--- config.mk ---
export PLATFORM = sky130hd
export DESIGN_NAME = ccpu_unit
export DESIGN_NICKNAME = d
export VERILOG_FILES = /design/src/rtl/ccpu_pkg.sv /design/src/rtl/ccpu_unit.sv
export SDC_FILE = /design/constraint.sdc
export NUM_CORES = 1
export LEC_CHECK = 0
export BUFFER_PORTS_ARGS = -buffer_cell sky130_fd_sc_hd__buf_2
export CAP_MARGIN = 20
export CORE_MARGIN = 3
export CORE_UTILIZATION = 44
export DETAILED_ROUTE_END_ITERATION = 6
export PLACE_DENSITY = 0.82
export SLEW_MARGIN = 20
export SYNTH_ARGS = -nofsm -noshare
export SYNTH_HDL_FRONTEND = slang
export SYNTH_SLANG_ARGS = --single-unit
--- constraint.sdc ---
create_clock -name MCLK -period 2.39 [get_ports MCLK]
set_input_delay 0.1195 -clock MCLK [delete_from_list [all_inputs] [get_ports MCLK]]
set_output_delay 0.1195 -clock MCLK [all_outputs]
set_load 0.01 [all_outputs]
--- src/rtl/ccpu_pkg.sv ---
package ccpu_pkg;
  // Register byte addresses on the bus
  localparam logic [11:0] ADDR_CONTROL = 12'h000;
  localparam logic [11:0] ADDR_TIMER_SEL = 12'h004;
  localparam logic [11:0] ADDR_VALUE_LOW = 12'h008;
  localparam logic [11:0] ADDR_VALUE_HIGH = 12'h00C;
  localparam logic [11:0] ADDR_CAP_SRC = 12'h010;
  // Control fields
  localparam int CTL_EN_BIT = 7;
  localparam int CTL_OUT_BIT = 5;
  localparam int CTL_FMT_BIT = 4;
  localparam logic [7:0] CTL_RESET = 8'h00;
  localparam logic [7:0] TSEL_RESET = 8'h00;
  localparam logic [7:0] VAL_RESET = 8'h00;
  localparam logic [2:0] CAP_RESET = 3'h0;
  // Mode codes
  localparam logic [3:0] MODE_OFF = 4'h0;
  localparam logic [3:0] MODE_CMP_TOG_CLR = 4'h1;
  localparam logic [3:0] MODE_CMP_TOG = 4'h2;
  localparam logic [3:0] MODE_CAP_BOTH = 4'h3;
  localparam logic [3:0] MODE_CAP_FALL = 4'h4;
  localparam logic [3:0] MODE_CAP_RISE = 4'h5;
  localparam logic [3:0] MODE_CAP_RISE4 = 4'h6;
  localparam logic [3:0] MODE_CAP_RISE16 = 4'h7;
  localparam logic [3:0] MODE_CMP_SET = 4'h8;
  localparam logic [3:0] MODE_CMP_CLR = 4'h9;
  localparam logic [3:0] MODE_CMP_PULSE = 4'hA;
  localparam logic [3:0] MODE_CMP_PULSE_CLR = 4'hB;
  // Prescale counts for capture
  localparam logic [3:0] PRE_RISE4 = 4'h3;
  localparam logic [3:0] PRE_RISE16 = 4'hF;
endpackage

--- src/rtl/ccpu_unit.sv ---
// The implementer's own choices: the APB register port and the address map.
`timescale 1ns/10ps
`default_nettype none
module ccpu_unit (
  input wire logic MCLK,
  input wire logic SRST,
  input wire logic PSEL,
  input wire logic PENABLE,
  input wire logic PWRITE,
  input wire logic [11:0] PADDR,
  input wire logic [31:0] PWDATA,
  output logic [31:0] PRDATA,
  output logic PREADY,
  output logic PSLVERR,
  input wire logic [15:0] SIXTEEN_BIT_TIMER,
  input wire logic [2:0] PERIOD_TIMER_TICK,
  input wire logic [2:0] PERIOD_TIMER_MATCH,
  input wire logic [23:0] PERIOD_TIMER_COUNT,
  input wire logic [1:0] SUB_TICK_BITS,
  input wire logic PIN_SELECT_INPUT,
  input wire logic [3:0] COMPARATOR_SYNCED,
  input wire logic LOGIC_CELL_TWO,
  input wire logic LOGIC_CELL_THREE,
  input wire logic PIN_CHANGE_EVENT,
  output logic UNIT_OUT,
  output logic UNIT_OUT_OE,
  output logic TIMER_CLEAR,
  output logic [7:0] TIMER_SELECT
);
  logic [7:0] ctl_r, ctl_nxt;
  logic [7:0] tsel_r, tsel_nxt;
  logic [7:0] vlo_r, vlo_nxt;
  logic [7:0] vhi_r, vhi_nxt;
  logic [2:0] cap_r, cap_nxt;
  logic out_r, out_nxt;
  logic oe_r, oe_nxt;
  logic clr_r, clr_nxt;
  logic pulse_r, pulse_nxt;
  logic trig_r, trig_nxt;
  logic [3:0] pre_r, pre_nxt;
  logic [9:0] wbuf_r, wbuf_nxt;
  logic [3:0] mode_last_r, mode_last_nxt;
  logic [31:0] prdata_r, prdata_nxt;
  logic pready_r, pready_nxt;
  logic pslverr_r, pslverr_nxt;

  logic [3:0] mode;
  logic en, fmt, is_pwm, is_cap, is_cmp, match;
  logic trig_in, rise, fall, cap_edge;
  logic [9:0] width;
  logic [9:0] time_base;
  logic [7:0] tcount;
  logic ptick, pmatch;
  logic wr, rd_sel;
  logic [1:0] csel;

  assign mode = ctl_r[3:0];
  assign en = ctl_r[ccpu_pkg::CTL_EN_BIT];
  assign fmt = ctl_r[ccpu_pkg::CTL_FMT_BIT];
  assign is_pwm = en && (mode[3:2] == 2'b11);
  assign is_cap = en && (mode >= ccpu_pkg::MODE_CAP_BOTH) && (mode <= ccpu_pkg::MODE_CAP_RISE16);
  assign is_cmp = en && !is_pwm && !is_cap && (mode != ccpu_pkg::MODE_OFF);
  assign match = (SIXTEEN_BIT_TIMER == {vhi_r, vlo_r});
  assign csel = tsel_r[1:0];
  assign TIMER_SELECT = tsel_r;

  // Width alignment
  always_comb begin
    if (fmt) begin
      width = {vhi_r, vlo_r[7:6]};
    end else begin
      width = {vhi_r[1:0], vlo_r};
    end
  end

  // Period timer pick for this channel
  always_comb begin
    case (csel)
      2'b00: begin
        tcount = PERIOD_TIMER_COUNT[7:0];
        ptick = PERIOD_TIMER_TICK[0];
        pmatch = PERIOD_TIMER_MATCH[0];
      end
      2'b01: begin
        tcount = PERIOD_TIMER_COUNT[15:8];
        ptick = PERIOD_TIMER_TICK[1];
        pmatch = PERIOD_TIMER_MATCH[1];
      end
      2'b10: begin
        tcount = PERIOD_TIMER_COUNT[23:16];
        ptick = PERIOD_TIMER_TICK[2];
        pmatch = PERIOD_TIMER_MATCH[2];
      end
      default: begin
        tcount = 8'h00;
        ptick = 1'b0;
        pmatch = 1'b0;
      end
    endcase
  end
  assign time_base = {tcount, SUB_TICK_BITS};

  // Capture trigger source
  always_comb begin
    case (cap_r)
      3'h0: trig_in = PIN_SELECT_INPUT;
      3'h1: trig_in = COMPARATOR_SYNCED[0];
      3'h2: trig_in = COMPARATOR_SYNCED[1];
      3'h3: trig_in = COMPARATOR_SYNCED[2];
      3'h4: trig_in = COMPARATOR_SYNCED[3];
      3'h5: trig_in = LOGIC_CELL_TWO;
      3'h6: trig_in = LOGIC_CELL_THREE;
      default: trig_in = PIN_CHANGE_EVENT;
    endcase
  end
  assign rise = trig_in && !trig_r;
  assign fall = !trig_in && trig_r;

  always_comb begin
    cap_edge = 1'b0;
    pre_nxt = pre_r;
    trig_nxt = trig_in;
    if (is_cap) begin
      case (mode)
        ccpu_pkg::MODE_CAP_BOTH: cap_edge = rise || fall;
        ccpu_pkg::MODE_CAP_FALL: cap_edge = fall;
        ccpu_pkg::MODE_CAP_RISE: cap_edge = rise;
        ccpu_pkg::MODE_CAP_RISE4: begin
          if (rise) begin
            cap_edge = (pre_r[1:0] == ccpu_pkg::PRE_RISE4[1:0]);
            pre_nxt = pre_r + 4'h1;
          end
        end
        ccpu_pkg::MODE_CAP_RISE16: begin
          if (rise) begin
            cap_edge = (pre_r == ccpu_pkg::PRE_RISE16);
            pre_nxt = pre_r + 4'h1;
          end
        end
        default: cap_edge = 1'b0;
      endcase
    end else begin
      pre_nxt = 4'h0;
    end
  end

  assign wr = PSEL && PENABLE && PWRITE;
  assign rd_sel = PSEL && !PENABLE;

  // Register writes and captures
  always_comb begin
    ctl_nxt = ctl_r;
    tsel_nxt = tsel_r;
    vlo_nxt = vlo_r;
    vhi_nxt = vhi_r;
    cap_nxt = cap_r;
    if (cap_edge) begin
      vlo_nxt = SIXTEEN_BIT_TIMER[7:0];
      vhi_nxt = SIXTEEN_BIT_TIMER[15:8];
    end
    if (wr) begin
      case (PADDR)
        ccpu_pkg::ADDR_CONTROL: ctl_nxt = {PWDATA[7], 2'b00, PWDATA[4:0]};
        ccpu_pkg::ADDR_TIMER_SEL: tsel_nxt = PWDATA[7:0];
        ccpu_pkg::ADDR_VALUE_LOW: vlo_nxt = PWDATA[7:0];
        ccpu_pkg::ADDR_VALUE_HIGH: vhi_nxt = PWDATA[7:0];
        ccpu_pkg::ADDR_CAP_SRC: cap_nxt = PWDATA[2:0];
        default: ctl_nxt = ctl_r;
      endcase
    end
  end

  // Output generation
  always_comb begin
    out_nxt = out_r;
    clr_nxt = 1'b0;
    pulse_nxt = 1'b0;
    wbuf_nxt = wbuf_r;
    mode_last_nxt = en ? mode : ccpu_pkg::MODE_OFF;
    oe_nxt = en && !is_cap && (mode != ccpu_pkg::MODE_OFF);
    if (!en || mode == ccpu_pkg::MODE_OFF) begin
      out_nxt = 1'b0;
      wbuf_nxt = 10'h000;
    end else if (is_pwm) begin
      if (ptick && pmatch) begin
        wbuf_nxt = width;
        out_nxt = (width != 10'h000);
      end else if (time_base == wbuf_r) begin
        out_nxt = 1'b0;
      end
    end else if (is_cmp) begin
      case (mode)
        ccpu_pkg::MODE_CMP_TOG_CLR: begin
          if (match) begin
            out_nxt = !out_r;
            clr_nxt = 1'b1;
          end
        end
        ccpu_pkg::MODE_CMP_TOG: begin
          if (match) out_nxt = !out_r;
        end
        ccpu_pkg::MODE_CMP_SET: begin
          if (match) out_nxt = 1'b1;
        end
        ccpu_pkg::MODE_CMP_CLR: begin
          if (mode_last_r != mode) out_nxt = 1'b1;
          else if (match) out_nxt = 1'b0;
        end
        ccpu_pkg::MODE_CMP_PULSE: begin
          out_nxt = match;
          pulse_nxt = match;
        end
        ccpu_pkg::MODE_CMP_PULSE_CLR: begin
          out_nxt = match;
          clr_nxt = match;
        end
        default: out_nxt = out_r;
      endcase
    end
  end

  // APB slave, zero wait states
  always_comb begin
    pready_nxt = rd_sel;
    pslverr_nxt = 1'b0;
    prdata_nxt = 32'h0000_0000;
    if (rd_sel) begin
      case (PADDR)
        ccpu_pkg::ADDR_CONTROL: begin
          prdata_nxt = {24'h000000, ctl_r[7], 1'b0, out_r, ctl_r[4:0]};
        end
        ccpu_pkg::ADDR_TIMER_SEL: prdata_nxt = {24'h000000, tsel_r};
        ccpu_pkg::ADDR_VALUE_LOW: prdata_nxt = {24'h000000, vlo_r};
        ccpu_pkg::ADDR_VALUE_HIGH: prdata_nxt = {24'h000000, vhi_r};
        ccpu_pkg::ADDR_CAP_SRC: prdata_nxt = {29'h00000000, cap_r};
        default: pslverr_nxt = 1'b1;
      endcase
    end
  end

  always_ff @(posedge MCLK) begin
    if (SRST) begin
      ctl_r <= ccpu_pkg::CTL_RESET;
      tsel_r <= ccpu_pkg::TSEL_RESET;
      vlo_r <= ccpu_pkg::VAL_RESET;
      vhi_r <= ccpu_pkg::VAL_RESET;
      cap_r <= ccpu_pkg::CAP_RESET;
      out_r <= 1'b0;
      oe_r <= 1'b0;
      clr_r <= 1'b0;
      pulse_r <= 1'b0;
      trig_r <= 1'b0;
      pre_r <= 4'h0;
      wbuf_r <= 10'h000;
      mode_last_r <= ccpu_pkg::MODE_OFF;
      prdata_r <= 32'h0000_0000;
      pready_r <= 1'b0;
      pslverr_r <= 1'b0;
    end else begin
      ctl_r <= ctl_nxt;
      tsel_r <= tsel_nxt;
      vlo_r <= vlo_nxt;
      vhi_r <= vhi_nxt;
      cap_r <= cap_nxt;
      out_r <= out_nxt;
      oe_r <= oe_nxt;
      clr_r <= clr_nxt;
      pulse_r <= pulse_nxt;
      trig_r <= trig_nxt;
      pre_r <= pre_nxt;
      wbuf_r <= wbuf_nxt;
      mode_last_r <= mode_last_nxt;
      prdata_r <= prdata_nxt;
      pready_r <= pready_nxt;
      pslverr_r <= pslverr_nxt;
    end
  end

  assign UNIT_OUT = out_r;
  assign UNIT_OUT_OE = oe_r;
  assign TIMER_CLEAR = clr_r;
  assign PRDATA = prdata_r;
  assign PREADY = pready_r;
  assign PSLVERR = pslverr_r;

  property p_reset_clears;
    @(posedge MCLK) SRST |=> (ctl_r == 8'h00 && !UNIT_OUT_OE && !UNIT_OUT);
  endproperty
  a_reset_clears: assert property (p_reset_clears) else $error("reset state wrong");

  property p_off_low;
    @(posedge MCLK) disable iff (SRST) (!en) |=> !UNIT_OUT;
  endproperty
  a_off_low: assert property (p_off_low) else $error("output high while off");

  property p_out_bit_ro;
    @(posedge MCLK) disable iff (SRST) wr && PADDR == ccpu_pkg::ADDR_CONTROL |=> !ctl_r[5];
  endproperty
  a_out_bit_ro: assert property (p_out_bit_ro) else $error("out bit stored");

  property p_clr_pulse;
    @(posedge MCLK) disable iff (SRST)
      is_cmp && mode == ccpu_pkg::MODE_CMP_PULSE_CLR && match |=> TIMER_CLEAR && UNIT_OUT;
  endproperty
  a_clr_pulse: assert property (p_clr_pulse) else $error("no pulse with clear");

  property p_toggle;
    @(posedge MCLK) disable iff (SRST)
      is_cmp && mode == ccpu_pkg::MODE_CMP_TOG && match && !wr |=> UNIT_OUT != $past(UNIT_OUT);
  endproperty
  a_toggle: assert property (p_toggle) else $error("no toggle on match");

  property p_capture;
    @(posedge MCLK) disable iff (SRST)
      cap_edge && !wr |=> {vhi_r, vlo_r} == $past(SIXTEEN_BIT_TIMER);
  endproperty
  a_capture: assert property (p_capture) else $error("capture value wrong");

  property p_pwm_set;
    @(posedge MCLK) disable iff (SRST)
      is_pwm && ptick && pmatch && width != 10'h000 |=> UNIT_OUT && wbuf_r == $past(width);
  endproperty
  a_pwm_set: assert property (p_pwm_set) else $error("period start wrong");

  property p_pwm_clear;
    @(posedge MCLK) disable iff (SRST)
      is_pwm && !(ptick && pmatch) && time_base == wbuf_r |=> !UNIT_OUT;
  endproperty
  a_pwm_clear: assert property (p_pwm_clear) else $error("width end missed");
endmodule // ccpu_unit
`default_nettype wire

==> results.sh, run 1 <==
export IMPL_status="finished with violations"
export IMPL_violations="negative setup slack"
export IMPL_track_usage=0.212
export IMPL_synth_edf_count=0
export IMPL_finalCritPeriodShare=1.07
export IMPL_critPathArrivalTime_ns=2.80
export IMPL_period_needed_ns=2.56
export IMPL_cpMaxStageDelayCell="mux4_2"
export IMPL_drv_cap=0
export IMPL_place_hpwl_mm=7.86
export IMPL_crit_type="register to register"
export IMPL_core_um2=8260
export IMPL_initial_core_util=0.455
export IMPL_die_area_um2=9680
export IMPL_slew_viol_final=0
export IMPL_overflow=0
export IMPL_placed_area_um2=4420
export IMPL_synth_area_per_cell_um2=9.32
export IMPL_drive_gt1_frac=0.326
export IMPL_muxShareOfSynthArea=0.203
export IMPL_p_leak_nw=2.07
export IMPL_root_buffer="clkbuf_8"
export IMPL_synth_top_family_by_area="multiplexers"
export IMPL_synth_ff_type="dfxtp_1"
export IMPL_ys_async_sr_fraction=0
export IMPL_worstMarginPinSlew_ns=0.668
export IMPL_powerDensity_nw_per_um2=468
export IMPL_rows=33
export IMPL_synth_area_leaders="dfxtp_1, mux2i_1, xor2_1"
export IMPL_crit_top_cell="mux2i_4"
export IMPL_grt_pass1_wl_mm=16.4
export IMPL_ant_nets=0
export IMPL_syn_area_um2=3760
export IMPL_skew_ns=0.0107
export IMPL_drt_pass1_iter_count=4
export IMPL_crit_fanout=8
export IMPL_vias=3381
export IMPL_cts_sinks=65
export IMPL_antennaDiodeCount=0
export IMPL_drc=0
export IMPL_cp_num_buf_inv=2
export IMPL_rsz0062_at_grt="true"
export IMPL_pre_cts_slack_ns=-0.639
export IMPL_synth_xor_area_frac=0.0746
export IMPL_yosysUniqueCellTypes=46
export IMPL_final_hold_violation_count=0
export IMPL_cp_slowest_stage_delay_ns=0.52
export IMPL_layout_nets=631
export IMPL_multi_input_area_um2=2310
export IMPL_ys_ff_latch=65
export IMPL_syn2layout_area_growth_pct=26.8
export IMPL_die_width_um=98.4
export IMPL_synthCells=403
export IMPL_yosysTopAreaCell="dfxtp_1"
export IMPL_path_clk_slew_ns=0.07
export IMPL_numCtsBuffers=9
export IMPL_antenna_found_initial=0
export IMPL_first_iter_violations=204
export IMPL_grt_max_degree=22
export IMPL_synthAdderAreaFrac=0.00999
export IMPL_synth_top_area_frac=0.346
export IMPL_synth_warnings=0
export IMPL_ir_worst_vdd_v=0.000281
export IMPL_cts_tree="done"
export IMPL_grt_pass1_vias=3375
export IMPL_seq_area_um2=1310
export IMPL_synth_most_common_cell="dfxtp_1"
export IMPL_relSlewSlack=0.554
export IMPL_fin_util=0.577
export IMPL_die_h_um=98.4
export IMPL_wirelength_mm=10.5
export IMPL_post_drt_wl_per_cell_um=16.7
export IMPL_critPathLaunchType="register"
export IMPL_path_delay_family="multiplexers"
export IMPL_fill_cells=709
export IMPL_hold_path_class="input port to register"
export IMPL_max_freq_ghz=0.390
export IMPL_clk_latency_ns=0.35
export IMPL_synthTopCellsByCount="dfxtp_1, nor2_1, mux2i_1, xor2_1, a211oi_1"
export IMPL_crit_required_ns=2.63
export IMPL_synth_compound_area_share=0.112
export IMPL_gp_congestion=0.865
export IMPL_fin_ws_ns=-0.174
export IMPL_setup_violations=16
export IMPL_via_per_inst=5.35
export IMPL_finalPower_mw=2.23
export IMPL_end_kind="register"
export IMPL_clk_path_buf_depth=2
export IMPL_design_area_um2=4770
export IMPL_path_cells="mux4_2 > mux2i_4 > buf_6 > ha_4 > mux2i_4 > o32ai_2 > a32oi_2 > nor3_4 > buf_12 > mux2i_4 > a211oi_2"
export IMPL_io_buffers=101
export IMPL_boundaryPins=150
export IMPL_tns_ns=-2.04
export IMPL_ys_seq_area_frac=0.346
export IMPL_htree_levels=3
export IMPL_synth_simple_area_share=0.169
-- placed cells by master, fill, tap and decap left out, types with 24 or more instances in the layout --
cell	n
dfxtp_1	64
xor2_1	27
nor2_1	56
a211oi_1	25
buf_4	30
conb_1	24
buf_2	101
mux2i_1	51
-- per-stage QoR --
| stage | hold WS, ns | cells |
|---|---|---|
| CTS | 0.0428 | 629 |
| floorplan | 0.218 | 426 |
| global route | 0.0605 | 632 |
| global placement | 0.330 | 611 |
| detailed placement | 0.338 | 611 |
| finish | 0.0577 | 632 |
-- layout make-up --
class | instances | area share
well taps | 105 | 0.0276
clock buffers | 13 | 0.0333
multi-input cells | 305 | 0.485
flip-flops and latches | 65 | 0.274
repair buffers | 135 | 0.167
clock inverters | 2 | 0.00788
inverters | 7 | 0.00551
-- repair_timing --
action / in CTS / in global routing
pin swaps: 9 / 16
endpoints found under the hold margin: 1 / 0
hold buffers: 1 / 0
gates resized for setup: 1 / 14
setup endpoints to repair: 16 / 16
buffers inserted: 2 / 4
gates cloned: 0 / 1
-- power breakdown --
group	internal (mW)	switching (mW)
registers	1.08	0.00131
logic	0.0886	0.104
clock network	0.534	0.421
total	1.71	0.526
-- routing by layer --
| layer | GRT usage | wire length [um] | vias to the layer above |
|---|---|---|---|
| li1 | - | - | 1640 |
| met1 | 0.255 | 4160 | 1604 |
| met2 | 0.368 | 5420 | 121 |
| met3 | 0.0538 | 770 | 16 |
| met4 | 0.0714 | 174 | 0 |
| met5 | 0 | 0 | - |
-- sequential cells by signal, indices dropped and copies added (netlist names), 3 cells and up --
| signal | count |
|---|---|
| PRDATA | 8 |
| TIMER_SELECT | 8 |
| cap_r | 3 |
| ctl_r | 6 |
| mode_last_r | 4 |
| pre_r | 4 |
| vhi_r | 8 |
| vlo_r | 8 |
| wbuf_r | 10 |
-- cells by family after synthesis --
logic type	after synthesis
buf+inv	56
xor+xnor	32
mux	65
compound gates	60
simple gates	121
other cells	1
flops	65
fa+ha+maj	3
-- final timing paths --
path                                             start                            to  slack, ns  depth (start not counted)
worst max-delay path             cap_r[0]$_SDFFE_PP0P_           vlo_r[5]$_SDFF_PP0_      -0.17                         11
worst min-delay path                         PWDATA[4]  TIMER_SELECT[4]$_SDFFE_PP0P_       0.06                          3
worst max register to register   cap_r[0]$_SDFFE_PP0P_           vlo_r[5]$_SDFF_PP0_      -0.17                         11
worst min register to register  wbuf_r[2]$_SDFFE_PP0P_        wbuf_r[2]$_SDFFE_PP0P_       0.52                          2
-- worst register-to-register path: stages (launching register included) --
cell	delay, ns
dfxtp_4	0.36
mux4_2	0.52
mux2i_4	0.19
buf_6	0.13
ha_4	0.13
mux2i_4	0.06
o32ai_2	0.14
a32oi_2	0.10
nor3_4	0.28
buf_12	0.19
mux2i_4	0.26
a211oi_2	0.09
No activity file was read; power rests on OpenSTA's default activity.
==> inputs of run 2 (changes only) <==
- CORE_UTILIZATION: 44 -> 53
- PLACE_DENSITY: 0.82 -> 0.91
- clock period: 2.39 -> 3.11 ns (I/O delays scaled with it)
==> run 2 against run 1 <==
Net effect: fmax decreased by 11%; the flow now finishes without violations; final cell count decreased by 5.9%; register-to-register slack improved by 0.42 ns; critical endpoint is now vhi_r[1]$_SDFF_PP0_; critical path depth unchanged; largest power group unchanged; critical path type unchanged; setup slack improved by 0.42 ns; count of clock-buffer cells in the layout decreased by 2; combinational power decreased by 31%; sequential share of layout area increased by 1.9 points.
==> results.sh, run 2 (synthesis results as in run 1) <==
export IMPL_status="completed"
export IMPL_htree_levels=3
export IMPL_end_kind="register"
export IMPL_die_area_um2=8140
export IMPL_hold_end="PREADY$_SDFF_PP0_"
export IMPL_wirelength_mm=9.62
export IMPL_place_hpwl_mm=7.09
export IMPL_clk_path_buf_depth=2
export IMPL_timing_hold_ws_ns=0.0220
export IMPL_numPlacedInstances=578
export IMPL_ant_nets=0
export IMPL_io_buffers=101
export IMPL_overflow=0
export IMPL_met3_usage=0.0494
export IMPL_p_leak_nw=1.91
export IMPL_slew_viol_final=0
export IMPL_crit_path_start="cap_r[0]$_SDFFE_PP0P_"
export IMPL_worstMarginPinSlew_ns=0.789
export IMPL_pre_cts_slack_ns=-0.0375
export IMPL_rr_startpoint="cap_r[0]$_SDFFE_PP0P_"
export IMPL_cp_num_buf_inv=2
export IMPL_numCtsBuffers=9
export IMPL_finalCritPeriodShare=0.923
export IMPL_ir_worst_vdd_v=0.000234
export IMPL_antenna_found_initial=0
export IMPL_die_width_um=90.2
export IMPL_crit_required_ns=3.36
export IMPL_drive_gt1_frac=0.273
export IMPL_hold_path_class="input port to register"
export IMPL_gp_congestion=0.867
export IMPL_grt_pass1_vias=3300
export IMPL_layout_nets=602
export IMPL_crit_top_cell="mux2i_1"
export IMPL_first_iter_violations=235
export IMPL_period_needed_ns=2.87
export IMPL_path_cells="mux4_2 > mux2i_1 > inv_1 > ha_1 > mux2i_1 > o32ai_2 > a32oi_1 > nor3_4 > buf_12 > mux2i_1 > a211oi_1"
export IMPL_setup_violations=0
export IMPL_max_freq_ghz=0.349
export IMPL_fin_util=0.649
export IMPL_design_area_um2=4440
export IMPL_syn2layout_area_growth_pct=18.1
export IMPL_reg2reg_to="vhi_r[1]$_SDFF_PP0_"
export IMPL_placed_area_um2=4210
export IMPL_reg2reg_slack_ns=0.24
export IMPL_path_delay_family="multiplexers"
export IMPL_largest_reg_flops=10
export IMPL_critPathArrivalTime_ns=3.12
export IMPL_cts_tree="done"
export IMPL_path_clk_slew_ns=0.07
export IMPL_clk_latency_ns=0.35
export IMPL_tns_ns=0
export IMPL_fin_cells=595
export IMPL_rsz0062_at_grt="false"
export IMPL_rows=30
export IMPL_min_from="PENABLE"
export IMPL_core_um2=6830
export IMPL_cts_sinks=65
export IMPL_final_cell_mix="buf_2, dfxtp_1, nor2_1, mux2i_1, xor2_1"
export IMPL_mostFrequentLayoutCell="buf_2"
export IMPL_cp_slowest_stage_delay_ns=0.53
export IMPL_fin_ws_ns=0.241
export IMPL_vias=3346
export IMPL_track_usage=0.240
export IMPL_drt_pass1_iter_count=4
export IMPL_ctsResizeCount=0
export IMPL_via_per_inst=5.62
export IMPL_final_hold_violation_count=0
export IMPL_critPathLaunchType="register"
export IMPL_powerDensity_nw_per_um2=384
export IMPL_cpMaxStageDelayCell="mux4_2"
export IMPL_drc=0
export IMPL_grt_max_degree=39
export IMPL_gr_max_usage_layer="met2"
export IMPL_drv_cap=0
export IMPL_rr_worst_depth=11
export IMPL_post_drt_wl_per_cell_um=16.2
export IMPL_hold_depth=2
export IMPL_regMostFlops="wbuf_r"
export IMPL_grt_pass1_wl_mm=15.7
export IMPL_skew_ns=0.0139
export IMPL_use_met1=0.283
export IMPL_finalPower_mw=1.71
export IMPL_grtUsageMet2=0.410
export IMPL_relSlewSlack=0.473
export IMPL_initial_core_util=0.550
export IMPL_antennaDiodeCount=0
export IMPL_boundaryPins=150
export IMPL_crit_type="register to register"
export IMPL_crit_fanout=16
export IMPL_root_buffer="clkbuf_8"
export IMPL_die_h_um=90.2
## run 2: cell types whose count changed in the layout (fill, tap and decap cells not counted), sizes merged
cell,delta
buf,-27
clkinvlp,-1
clkbuf,-3
dlygate4sd3,-1
clkinv,+4
## run 2: per-layer routing
layer | share of wire | vias up
met5 | 0 | -
met4 | 0.041 | 0
met3 | 0.062 | 36
met2 | 0.50 | 144
met1 | 0.39 | 1577
li1 | - | 1589
## run 2: worst register-to-register path, delay by kind of cell, from the launching register on
kind            cells  cell delay, ns
compound gates      3            0.65
fa+ha+maj           1            0.23
buf+inv             2            0.25
flops               1            0.43
mux                 4            1.14
simple gates        1            0.08
## run 2: final cells by class
cell class | count | area, um2
Tap cell | 96 | 120
Multi-Input combinational cell | 305 | 2230
Sequential cell | 65 | 1300
Timing Repair Buffer | 106 | 556
Clock inverter | 5 | 53.8
Clock buffer | 11 | 151
Fill cell | 548 | 2390
Inverter | 7 | 26.3
## run 2: repair_timing
item | 4_1_cts | 5_1_grt
setup endpoints to repair | 13 | 0
hold endpoints to repair | 0 | 0
buffers inserted | 1 | 0
hold buffers | 0 | 0
## run 2: report_power, final
group / total, mW / internal (mW) / switching, mW / leakage (nW)
sequential: 0.834 / 0.834 / 0.000636 / 0.524
combinational: 0.134 / 0.0595 / 0.0748 / 1.28
clock: 0.737 / 0.411 / 0.326 / 0.109
## run 2: worst max-delay path by stage
stage                                     end  slack, ns  depth (start not counted)
final                     vhi_r[1]$_SDFF_PP0_       0.24                         11
after global routing      vlo_r[2]$_SDFF_PP0_       0.06                         11
after CTS                 vhi_r[1]$_SDFF_PP0_       0.22                         11
after detailed placement  vhi_r[5]$_SDFF_PP0_      -0.04                          8
after global placement    vhi_r[2]$_SDFF_PP0_       0.13                          9
after floorplan           vhi_r[4]$_SDFF_PP0_       0.57                         11
